### src/gst_regs.vh
`ifndef GST_REGS_VH
`define GST_REGS_VH

// ==========================================================================
// Register byte offsets
`define GST_OFF_CTRL      8'h00
`define GST_OFF_GATE      8'h04
`define GST_OFF_CNT_LO    8'h08
`define GST_OFF_CNT_HI    8'h0c
`define GST_OFF_OVF       8'h10

// ==========================================================================
// Timer control fields
`define GST_CTRL_ON       0
`define GST_CTRL_WIDE     1
`define GST_CTRL_NOSYNC   2
`define GST_CTRL_OSC      3
`define GST_CTRL_PS_LO    4
`define GST_CTRL_PS_HI    5
`define GST_CTRL_SRC_LO   6
`define GST_CTRL_SRC_HI   7
`define GST_CTRL_RESET    8'h00

// ==========================================================================
// Gate control fields
`define GST_GATE_SS_LO    0
`define GST_GATE_SS_HI    1
`define GST_GATE_VAL      2
`define GST_GATE_GO       3
`define GST_GATE_SPM      4
`define GST_GATE_TM       5
`define GST_GATE_POL      6
`define GST_GATE_EN       7
`define GST_GATE_RESET    8'h00

// ==========================================================================
// Overflow register fields
`define GST_OVF_FLAG      0
`define GST_OVF_EN        1

// ==========================================================================
// Encodings and counts
`define GST_SRC_INSTR     2'b00
`define GST_SRC_SYS       2'b01
`define GST_SRC_EXT       2'b10
`define GST_GSS_PIN       2'b00
`define GST_GSS_MATCH     2'b01
`define GST_GSS_CMP1      2'b10
`define GST_GSS_CMP2      2'b11
`define GST_INSTR_LAST    2'b11
`define GST_CNT_RESET     16'h0000
`define GST_CNT_MAX       16'hffff

`endif

### src/gst_timer.v
// Summary of operation
// (RULE_01) Source field picks instruction, system, external clock
// (RULE_02) External source: pin, or crystal when enabled
// (RULE_03) Prescale field divides by 1, 2, 4, 8
// (RULE_04) Oscillator enable bit powers the crystal
// (RULE_05) Sync-disable bit matters only for external source
// (RULE_06) Wide bit selects buffered 16-bit access
// (RULE_07) Low byte read/write moves high buffer
// (RULE_08) On bit runs or stops the timer
// (RULE_09) Gate enable qualifies counting by gate
// (RULE_10) Polarity bit sets gate active level
// (RULE_11) Toggle mode flips gate on rising edges
// (RULE_12) Single pulse logic may own the gate
// (RULE_13) Acquisition bit armed until pulse completes
// (RULE_14) Gate level bit shows current gate
// (RULE_15) Gate source field picks pin, match, comparators
// (RULE_16) Internal source counts prescaled clock ticks
// (RULE_17) Counter needs falling edge before first rise
// (RULE_18) Crystal mode forces pins input, reads zero
// (RULE_19) Software programs gate control before control
// (RULE_20) Software avoids system clock with capture/compare
// (RULE_21) Rollover sets flag, request only if enabled
// (RULE_22) Special event trigger clears the count; code skips the clear for external source with sync disabled
// (RULE_23) External clock passes two-stage synchroniser
`timescale 1ns/1ps
`default_nettype none
`include "gst_regs.vh"
module gst_timer #(
  parameter CNT_W = 16
) (
  input  wire        ref_clk,
  input  wire        rst,
  input  wire        psel,
  input  wire        penable,
  input  wire        pwrite,
  input  wire [7:0]  paddr,
  input  wire [31:0] pwdata,
  output reg  [31:0] prdata,
  output wire        pready,
  output wire        pslverr,
  input  wire        ext_count_pin,
  input  wire        xtal_clk_in,
  input  wire        gate_pin,
  input  wire        cmp1_out,
  input  wire        cmp2_out,
  input  wire        companion_match,
  input  wire        special_event,
  input  wire [1:0]  osc_pin_in,
  input  wire [1:0]  port_direction,
  input  wire [1:0]  port_out,
  output reg  [1:0]  osc_pin_o,
  output reg  [1:0]  osc_pin_oe,
  output reg  [1:0]  port_read,
  output reg         osc_enable,
  output wire        irq
);

  // ========================================================================
  // Declarations
  reg  [7:0]       ctrl_q;
  reg  [7:0]       gate_q;
  reg  [CNT_W-1:0] cnt_q;
  reg  [7:0]       hbuf_q;
  reg              ovf_flag_q;
  reg              ovf_en_q;
  reg  [1:0]       div_q;
  reg  [2:0]       ps_q;
  reg  [1:0]       ext_sync_q;
  reg  [1:0]       xtal_sync_q;
  reg  [1:0]       gpin_sync_q;
  reg  [1:0]       c1_sync_q;
  reg  [1:0]       c2_sync_q;
  reg  [1:0]       osc_sync_q;
  reg              ext_prev_q;
  reg              need_fall_q;
  reg              gate_prev_q;
  reg              base_prev_q;
  reg              tff_q;
  reg              sp_open_q;
  reg              go_q;
  reg              gate_src;
  reg              src_tick;
  wire             ps_tick;
  wire             setup_ph;
  wire             access_ph;
  wire             wr;
  wire             mapped;
  wire             ext_sel;
  wire             ext_now;
  wire             ext_rise;
  wire             ext_fall;
  wire             pol_gate;
  wire             gate_rise;
  wire             base_gate;
  wire             base_rise;
  wire             base_fall;
  wire             gate_val;
  wire             cnt_en;
  wire             inc;
  wire             wr_lo;
  wire             wr_hi;
  wire             wr_ctrl;
  wire             wr_gate;
  wire             wr_ovf;
  wire             ovf_evt;
  wire [2:0]       ps_last;
  // Address match on one register offset
  function hit;
    input [7:0] addr;
    input [7:0] off;
    begin
      hit = (addr == off);
    end
  endfunction
  // ========================================================================
  // APB slave: zero wait states, read data captured in setup
  assign setup_ph  = psel & ~penable;
  assign access_ph = psel & penable;
  assign wr        = access_ph & pwrite;
  assign pready    = 1'b1;
  assign mapped    = hit(paddr, `GST_OFF_CTRL) | hit(paddr, `GST_OFF_GATE) |
                     hit(paddr, `GST_OFF_CNT_LO) | hit(paddr, `GST_OFF_CNT_HI) |
                     hit(paddr, `GST_OFF_OVF);
  assign pslverr   = access_ph & ~mapped;
  assign wr_ctrl   = wr & hit(paddr, `GST_OFF_CTRL);
  assign wr_gate   = wr & hit(paddr, `GST_OFF_GATE);
  assign wr_lo     = wr & hit(paddr, `GST_OFF_CNT_LO);
  assign wr_hi     = wr & hit(paddr, `GST_OFF_CNT_HI);
  assign wr_ovf    = wr & hit(paddr, `GST_OFF_OVF);
  // Read data; in wide mode a low byte read snapshots the true high byte
  always @(posedge ref_clk)
  begin
    if (rst)
    begin
      prdata <= 32'h0000_0000;
      hbuf_q <= 8'h00;
    end
    else
    begin
      if (setup_ph & ~pwrite)
      begin
        prdata <= 32'h0000_0000;
        if (hit(paddr, `GST_OFF_CTRL))
          prdata[7:0] <= ctrl_q;
        if (hit(paddr, `GST_OFF_GATE))
          prdata[7:0] <= {gate_q[7:4], go_q, gate_val, gate_q[1:0]}; // RULE_14
        if (hit(paddr, `GST_OFF_CNT_LO))
          prdata[7:0] <= cnt_q[7:0];
        if (hit(paddr, `GST_OFF_CNT_HI))
          prdata[7:0] <= ctrl_q[`GST_CTRL_WIDE] ? hbuf_q : cnt_q[15:8]; // RULE_06
        if (hit(paddr, `GST_OFF_OVF))
          prdata[1:0] <= {ovf_en_q, ovf_flag_q};
      end
      // Snapshot makes a low-then-high pair immune to rollover
      if (setup_ph & ~pwrite & hit(paddr, `GST_OFF_CNT_LO) & ctrl_q[`GST_CTRL_WIDE])
        hbuf_q <= cnt_q[15:8]; // RULE_07
      else if (wr_hi & ctrl_q[`GST_CTRL_WIDE])
        hbuf_q <= pwdata[7:0]; // RULE_07
    end
  end
  // ========================================================================
  // Control registers
  always @(posedge ref_clk)
  begin
    if (rst)
    begin
      ctrl_q   <= `GST_CTRL_RESET;
      gate_q   <= `GST_GATE_RESET;
      ovf_en_q <= 1'b0;
    end
    else
    begin
      if (wr_ctrl)
        ctrl_q <= pwdata[7:0];
      if (wr_gate)
        gate_q <= pwdata[7:0];
      if (wr_ovf)
        ovf_en_q <= pwdata[`GST_OVF_EN];
    end
  end
  // ========================================================================
  // Pin synchronisers; first stage feeds only the second
  always @(posedge ref_clk)
  begin
    if (rst)
    begin
      ext_sync_q  <= 2'b00;
      xtal_sync_q <= 2'b00;
      gpin_sync_q <= 2'b00;
      c1_sync_q   <= 2'b00;
      c2_sync_q   <= 2'b00;
      osc_sync_q  <= 2'b00;
    end
    else
    begin
      ext_sync_q  <= {ext_sync_q[0], ext_count_pin};  // RULE_23
      xtal_sync_q <= {xtal_sync_q[0], xtal_clk_in};   // RULE_23
      gpin_sync_q <= {gpin_sync_q[0], gate_pin};
      c1_sync_q   <= {c1_sync_q[0], cmp1_out};
      c2_sync_q   <= {c2_sync_q[0], cmp2_out};
      osc_sync_q  <= {osc_sync_q[0], osc_pin_in[0]};
    end
  end
  // ========================================================================
  // Crystal pins: forced to inputs and read as zero when enabled
  always @(posedge ref_clk)
  begin
    if (rst)
    begin
      osc_enable <= 1'b0;
      osc_pin_o  <= 2'b00;
      osc_pin_oe <= 2'b00;
      port_read  <= 2'b00;
    end
    else
    begin
      osc_enable <= ctrl_q[`GST_CTRL_OSC]; // RULE_04
      osc_pin_o  <= port_out;
      osc_pin_oe <= ctrl_q[`GST_CTRL_OSC] ? 2'b00 : ~port_direction; // RULE_18
      // Only pin 0 carries a sampled copy; pin 1 is the amplifier side
      port_read  <= ctrl_q[`GST_CTRL_OSC] ? 2'b00 : {1'b0, osc_sync_q[1]}; // RULE_18
    end
  end
  // ========================================================================
  // External clock edge detection
  assign ext_sel  = (ctrl_q[`GST_CTRL_SRC_HI:`GST_CTRL_SRC_LO] == `GST_SRC_EXT);
  assign ext_now  = ctrl_q[`GST_CTRL_OSC] ? xtal_sync_q[1] : ext_sync_q[1]; // RULE_02
  assign ext_rise = ext_now & ~ext_prev_q;
  assign ext_fall = ~ext_now & ext_prev_q;
  // A count write or disable re-arms the falling-edge requirement
  always @(posedge ref_clk)
  begin
    if (rst)
    begin
      ext_prev_q  <= 1'b0;
      need_fall_q <= 1'b1;
    end
    else
    begin
      ext_prev_q <= ext_now;
      if (~ctrl_q[`GST_CTRL_ON] | wr_lo | wr_hi)
        need_fall_q <= 1'b1; // RULE_17
      else if (ext_fall)
        need_fall_q <= 1'b0; // RULE_17
    end
  end
  // ========================================================================
  // Source tick selection
  always @*
  begin
    case (ctrl_q[`GST_CTRL_SRC_HI:`GST_CTRL_SRC_LO])
      `GST_SRC_INSTR: src_tick = (div_q == `GST_INSTR_LAST);  // RULE_01 RULE_16
      `GST_SRC_SYS:   src_tick = 1'b1;                         // RULE_01 RULE_16
      `GST_SRC_EXT:   src_tick = ext_rise & ~need_fall_q;      // RULE_01 RULE_17
      default:        src_tick = 1'b0;
    endcase
  end
  // Prescaler terminal count per ratio
  assign ps_last = (3'b001 << ctrl_q[`GST_CTRL_PS_HI:`GST_CTRL_PS_LO]) - 3'b001; // RULE_03
  assign ps_tick = src_tick & (ps_q == ps_last); // RULE_03
  // Instruction clock divider and prescaler
  always @(posedge ref_clk)
  begin
    if (rst)
    begin
      div_q <= 2'b00;
      ps_q  <= 3'b000;
    end
    else
    begin
      div_q <= div_q + 2'b01;
      if (wr_lo)
        ps_q <= 3'b000; // RULE_07
      else if (cnt_en & src_tick)
        ps_q <= ps_tick ? 3'b000 : ps_q + 3'b001; // RULE_03
    end
  end
  // ========================================================================
  // Gate path
  always @*
  begin
    case (gate_q[`GST_GATE_SS_HI:`GST_GATE_SS_LO])
      `GST_GSS_PIN:   gate_src = gpin_sync_q[1];  // RULE_15
      `GST_GSS_MATCH: gate_src = companion_match; // RULE_15
      `GST_GSS_CMP1:  gate_src = c1_sync_q[1];    // RULE_15
      `GST_GSS_CMP2:  gate_src = c2_sync_q[1];    // RULE_15
      default:        gate_src = 1'b0;
    endcase
  end
  assign pol_gate  = gate_q[`GST_GATE_POL] ? gate_src : ~gate_src; // RULE_10
  assign gate_rise = pol_gate & ~gate_prev_q;
  assign base_gate = gate_q[`GST_GATE_TM] ? tff_q : pol_gate; // RULE_11
  assign base_rise = base_gate & ~base_prev_q;
  assign base_fall = ~base_gate & base_prev_q;
  assign gate_val  = gate_q[`GST_GATE_SPM] ? sp_open_q : base_gate; // RULE_12
  // Toggle flip-flop and single-pulse sequencer
  always @(posedge ref_clk)
  begin
    if (rst)
    begin
      gate_prev_q <= 1'b0;
      base_prev_q <= 1'b0;
      tff_q       <= 1'b0;
      sp_open_q   <= 1'b0;
      go_q        <= 1'b0;
    end
    else
    begin
      gate_prev_q <= pol_gate;
      base_prev_q <= base_gate;
      if (~gate_q[`GST_GATE_TM])
        tff_q <= 1'b0; // RULE_11
      else if (gate_rise)
        tff_q <= ~tff_q; // RULE_11
      // Arming write wins, also in the cycle that turns the mode on
      if (wr_gate & pwdata[`GST_GATE_GO] & pwdata[`GST_GATE_SPM])
        go_q <= 1'b1; // RULE_13
      else if (~gate_q[`GST_GATE_SPM])
      begin
        go_q      <= 1'b0; // RULE_13
        sp_open_q <= 1'b0; // RULE_12
      end
      else if (go_q & ~sp_open_q & base_rise)
        sp_open_q <= 1'b1; // RULE_12
      else if (sp_open_q & base_fall)
      begin
        sp_open_q <= 1'b0; // RULE_13
        go_q      <= 1'b0; // RULE_13
      end
    end
  end
  // ========================================================================
  // Counter
  assign cnt_en  = ctrl_q[`GST_CTRL_ON] & (~gate_q[`GST_GATE_EN] | gate_val); // RULE_08 RULE_09
  assign inc     = cnt_en & ps_tick;
  assign ovf_evt = inc & (cnt_q == `GST_CNT_MAX);
  // Trigger reset dropped in unsynchronised counter mode
  always @(posedge ref_clk)
  begin
    if (rst)
      cnt_q <= `GST_CNT_RESET;
    else if (special_event & ~(ext_sel & ctrl_q[`GST_CTRL_NOSYNC])) // RULE_05
      cnt_q <= `GST_CNT_RESET; // RULE_22
    else if (wr_lo)
    begin
      cnt_q[7:0] <= pwdata[7:0];
      if (ctrl_q[`GST_CTRL_WIDE])
        cnt_q[15:8] <= hbuf_q; // RULE_07
    end
    else if (wr_hi & ~ctrl_q[`GST_CTRL_WIDE])
      cnt_q[15:8] <= pwdata[7:0]; // RULE_06
    else if (inc)
      cnt_q <= cnt_q + 16'h0001; // RULE_21
  end
  // ========================================================================
  // Overflow flag; a new overflow beats a same-cycle clear
  always @(posedge ref_clk)
  begin
    if (rst)
      ovf_flag_q <= 1'b0;
    else if (ovf_evt)
      ovf_flag_q <= 1'b1; // RULE_21
    else if (wr_ovf & pwdata[`GST_OVF_FLAG])
      ovf_flag_q <= 1'b0;
  end
  assign irq = ovf_flag_q & ovf_en_q; // RULE_21
endmodule // gst_timer

`default_nettype wire

### config.mk
export PLATFORM = sky130hd
export DESIGN_NAME = gst_timer
export DESIGN_NICKNAME = d
export VERILOG_FILES = /design/src/gst_timer.v
export VERILOG_INCLUDE_DIRS = /design/src
export SDC_FILE = /design/constraint.sdc
export NUM_CORES = 1
export LEC_CHECK = 0
export BUFFER_PORTS_ARGS = -buffer_cell sky130_fd_sc_hd__clkbuf_2
export CAP_MARGIN = 15
export CELL_PAD_IN_SITES_DETAIL_PLACEMENT = 0
export CELL_PAD_IN_SITES_GLOBAL_PLACEMENT = 2
export CORE_ASPECT_RATIO = 1.25
export CORE_MARGIN = 3
export CORE_UTILIZATION = 31
export CTS_CLUSTER_DIAMETER = 40
export DETAILED_ROUTE_END_ITERATION = 12
export PLACE_DENSITY_LB_ADDON = 0.1
export SYNTH_ARGS = -nofsm -noshare
export SYNTH_HDL_FRONTEND = slang
export SYNTH_SLANG_ARGS = --single-unit
### constraint.sdc
create_clock -name ref_clk -period 2.92 [get_ports ref_clk]
set_input_delay 0.584 -clock ref_clk [delete_from_list [all_inputs] [get_ports ref_clk]]
set_output_delay 0.584 -clock ref_clk [all_outputs]
set_load 0.01 [all_outputs]
==> summary.txt <==
Worst setup path
  – Critical Path Max Stage Delay: 0.62 ns
  – Class of the most critical setup path: flop to flop
  – Arrival time at the worst endpoint: 2.63 ns
  – Crit path max fanout: 16
  – Count of buffer and inverter cells on the critical path: 0
  – Startpoint type of the worst setup path: flop
  – Cell-by-cell trace of the critical path: mux2i_1 > o41a_1 > nor3_4 > o211a_1 > a2bb2oi_1 > a31oi_1
  – Gate family responsible for the most delay along the worst path: compound AO/OA/AOI/OAI gates
  – Required time of the critical path: roughly 3.1 ns
  – Slowest-stage cell, CP: sky130_fd_sc_hd__o211a_1
  – Endpoint class of the critical path: flop

Worst hold path
  – Worst Hold Class: primary input to flop

Logic synthesis
  – Adder-Cell Fraction of Synth Area: 0.00886
  – Syn avg cell area: 8.34 um^2
  – Sequential cell area fraction in the yosys report: 0.369
  – Number of synthesized flops with an enable pin: 0
  – Synthesized-area fraction occupied by xor and xnor cells: 0.0186
  – Fraction of post-synthesis cell area in the top cell type by area: 0.369
  – Fraction of registers with async set or reset after synthesis: 0
  – Instance count of the mapped netlist: 508
  – Number of synthesized register bits: 78
  – Cell taking the most area after synthesis: sky130_fd_sc_hd__dfxtp_1
  – Dominant combinational cell family by area after synthesis: simple AND/OR/NAND/NOR gates
  – Count of unique library cells instantiated by Yosys: between 50 and 60
  – Synthesized area: 4240 um^2
  – Synthesized-area fraction occupied by and/or/nand/nor cells: 0.251
  – Yosys warning count: 0
  – Commonest register cell after synthesis: sky130_fd_sc_hd__dfxtp_1
  – Multiplexer share of the synthesized area: 0.0942
  – Compound-cell area share of the yosys netlist: 0.180
  – Largest cells by area after synthesis: sky130_fd_sc_hd__dfxtp_1, sky130_fd_sc_hd__mux2i_1, sky130_fd_sc_hd__nand2_1

Die
  – Number of rows created at floorplan: between 40 and 50
  – Boundary pin count: 100
  – Initial core utilization: 0.319
  – Die Ht: between 100 and 150 um
  – Area of the die: roughly 15000 um^2
  – Core area: about 13000 um^2
  – Width of the chip: 111 um

Finish
  – P&R area growth vs syn: 15.9%
  – Final Instance Count excl. Fillers: ~730
  – Leading cell type in the layout, fill and taps excluded: sky130_fd_sc_hd__dfxtp_1
  – Most frequent cells in the layout: sky130_fd_sc_hd__dfxtp_1, sky130_fd_sc_hd__nand2_1, sky130_fd_sc_hd__clkbuf_2
  – Final instance area: 4910 um^2
  – Ant. Diodes: 0
  – Total number of nets in the final design: approximately 600
  – Final core utilization: 0.369
  – Fraction of final layout cells with drive strength greater than 1: 0.176

STA
  – Final count of pins violating max slew: 0
  – Post-route fraction of the period consumed by the critical path: 0.827
  – Setup repair after global routing missed its margin: no
  – Clk_skew: between 0.004 and 0.005 ns
  – Slew margin rel.: 0.571
  – Max frequency: 414 MHz
  – Slew at the pin with the worst max-slew slack: between 0.6 and 0.7 ns
  – Final setup viols: 0
  – Final hold violation count: 0
  – Post-route minimum period: approximately 2.4 ns
  – Post-Route Setup TNS: 0 ns

Routing
  – DR pass1 iterations: 4
  – Average vias per placed instance: between 5 and 6
  – WL final: 14000 um
  – Final ANT Viol Nets: 0
  – Wire per inst: 19.1 um
  – Drt initial violations: 216
  – Remaining DRCs: 0
  – Total via count after detailed routing: roughly 4k

Run
  – Number of maximum-capacitance violations: 0

CTS
  – Sink Count: a little under 80
  – Clock tree buffer depth: 2
  – Number of buffers created by CTS: 9
  – Master cell of the clock root buffer: sky130_fd_sc_hd__clkbuf_16
  – # resized after CTS: 0
  – Buffers inserted during post-CTS setup optimization: 0
  – TritonCTS clock tree: built
  – H-tree levels: 3
  – Insertion delay of the later-clocked pin in the worst-skew pair: 0.34 ns
  – Clk slew on worst S/H paths: 0.07 ns
  – Number of hold-repair buffers added at the cts stage: 0

Place
  – HPWL Detailed: 10200 um
  – Placed instance area: 4620 um^2
  – Port Buffer Count: 48
  – Final weighted congestion of routability-driven global placement: roughly 0.82
  – Number of placed cells counting well taps: 717

Pwr
  – Peak ir drop on the vdd network: 222 uV
  – Leakage: 1.93 nW
  – Pwr/cell area: 480 nW/um^2
  – Total power consumption of the routed design: between 2 and 2.5 mW

Global routing
  – Tot GR Track Use: 0.184
  – Wire length of the first global-routing pass: between 20000 and 25000 um
  – Via count of the first global-routing pass: 3659
  – Aggregate global routing overflow: 0
  – Initial antenna violation count: 0
  – Largest net degree at the start of global routing: 42

Run status
  – Run status: finished clean
where the power goes:
group / internal (mW) / switching [mW]
sequential: 1.08 / 0.00655
combinational: 0.0506 / 0.108
clock: 0.597 / 0.512
total: 1.73 / 0.626
layout make-up:
class,instances,area [um^2]
inverter,8,30.0
tap,171,214
timing repair buffer,64,373
sequential,78,1560
clock inverter,7,63.8
clock buffer,9,225
fill,1432,8380
multi-input combinational,396,2440
cell families after synthesis:
kind of cell    after synthesis
mux                          39
simple gates                207
buf+inv                      58
fa+ha+maj                     3
compound gates              112
flops                        78
xor+xnor                      9
other cells                   2
synthesized netlist by cell type (all sizes together) (8+ instances only):
cell type / n
and3: 8
a211oi: 17
buf: 32
inv: 8
nor2: 41
a31oi: 8
nor2b: 18
nand3: 30
a21oi: 21
o21ai: 24
clkbuf: 18
nor3: 19
a22oi: 10
nand2: 56
mux2i: 32
dfxtp: 78
path summary, 6_finish.rpt:
path / from / end / slack, ns / cells past startpoint
max: ctrl_q[3] / cnt_q[6] / 0.50 / 6
max reg2reg: ctrl_q[3] / cnt_q[6] / 0.50 / 6
min reg2reg: div_q[0] / div_q[0] / 0.42 / 1
min: port_direction[1] / osc_pin_oe[1] / 0.39 / 2
worst register-to-register path: stages (launching register included):
cell,delay (ns)
sky130_fd_sc_hd__dfxtp_1,0.45
sky130_fd_sc_hd__mux2i_1,0.17
sky130_fd_sc_hd__o41a_1,0.40
sky130_fd_sc_hd__nor3_4,0.30
sky130_fd_sc_hd__o211a_1,0.62
sky130_fd_sc_hd__a2bb2oi_1,0.25
sky130_fd_sc_hd__a31oi_1,0.09
state kept, by name, summed over array words and instances (netlist names), 2 cells and up:
signal and flops:
hbuf_q 8, osc_pin_oe 2, c2_sync_q 2, ctrl_q 8, ext_sync_q 2, xtal_sync_q 2, osc_sync_q 2, c1_sync_q 2
prdata 8, gate_q 6, cnt_q 16, div_q 2, ps_q 3, osc_pin_o 2, gpin_sync_q 2
stage by stage:
step / setup WS (ns) / hold WS (ns)
global route: 0.278 / 0.386
global placement: 0.188 / 0.411
detailed placement: 0.192 / 0.416
finish: 0.504 / 0.394
CTS: 0.442 / 0.377
floorplan: 0.641 / 0.392
routing by layer:
| layer | part of all wire | track usage |
|---|---|---|
| met4 | 0.034 | 0.0910 |
| met1 | 0.42 | 0.227 |
| met3 | 0.039 | 0.0195 |
| met2 | 0.50 | 0.320 |
| met5 | 0 | 0 |
No activity file was read; power rests on OpenSTA's default activity.
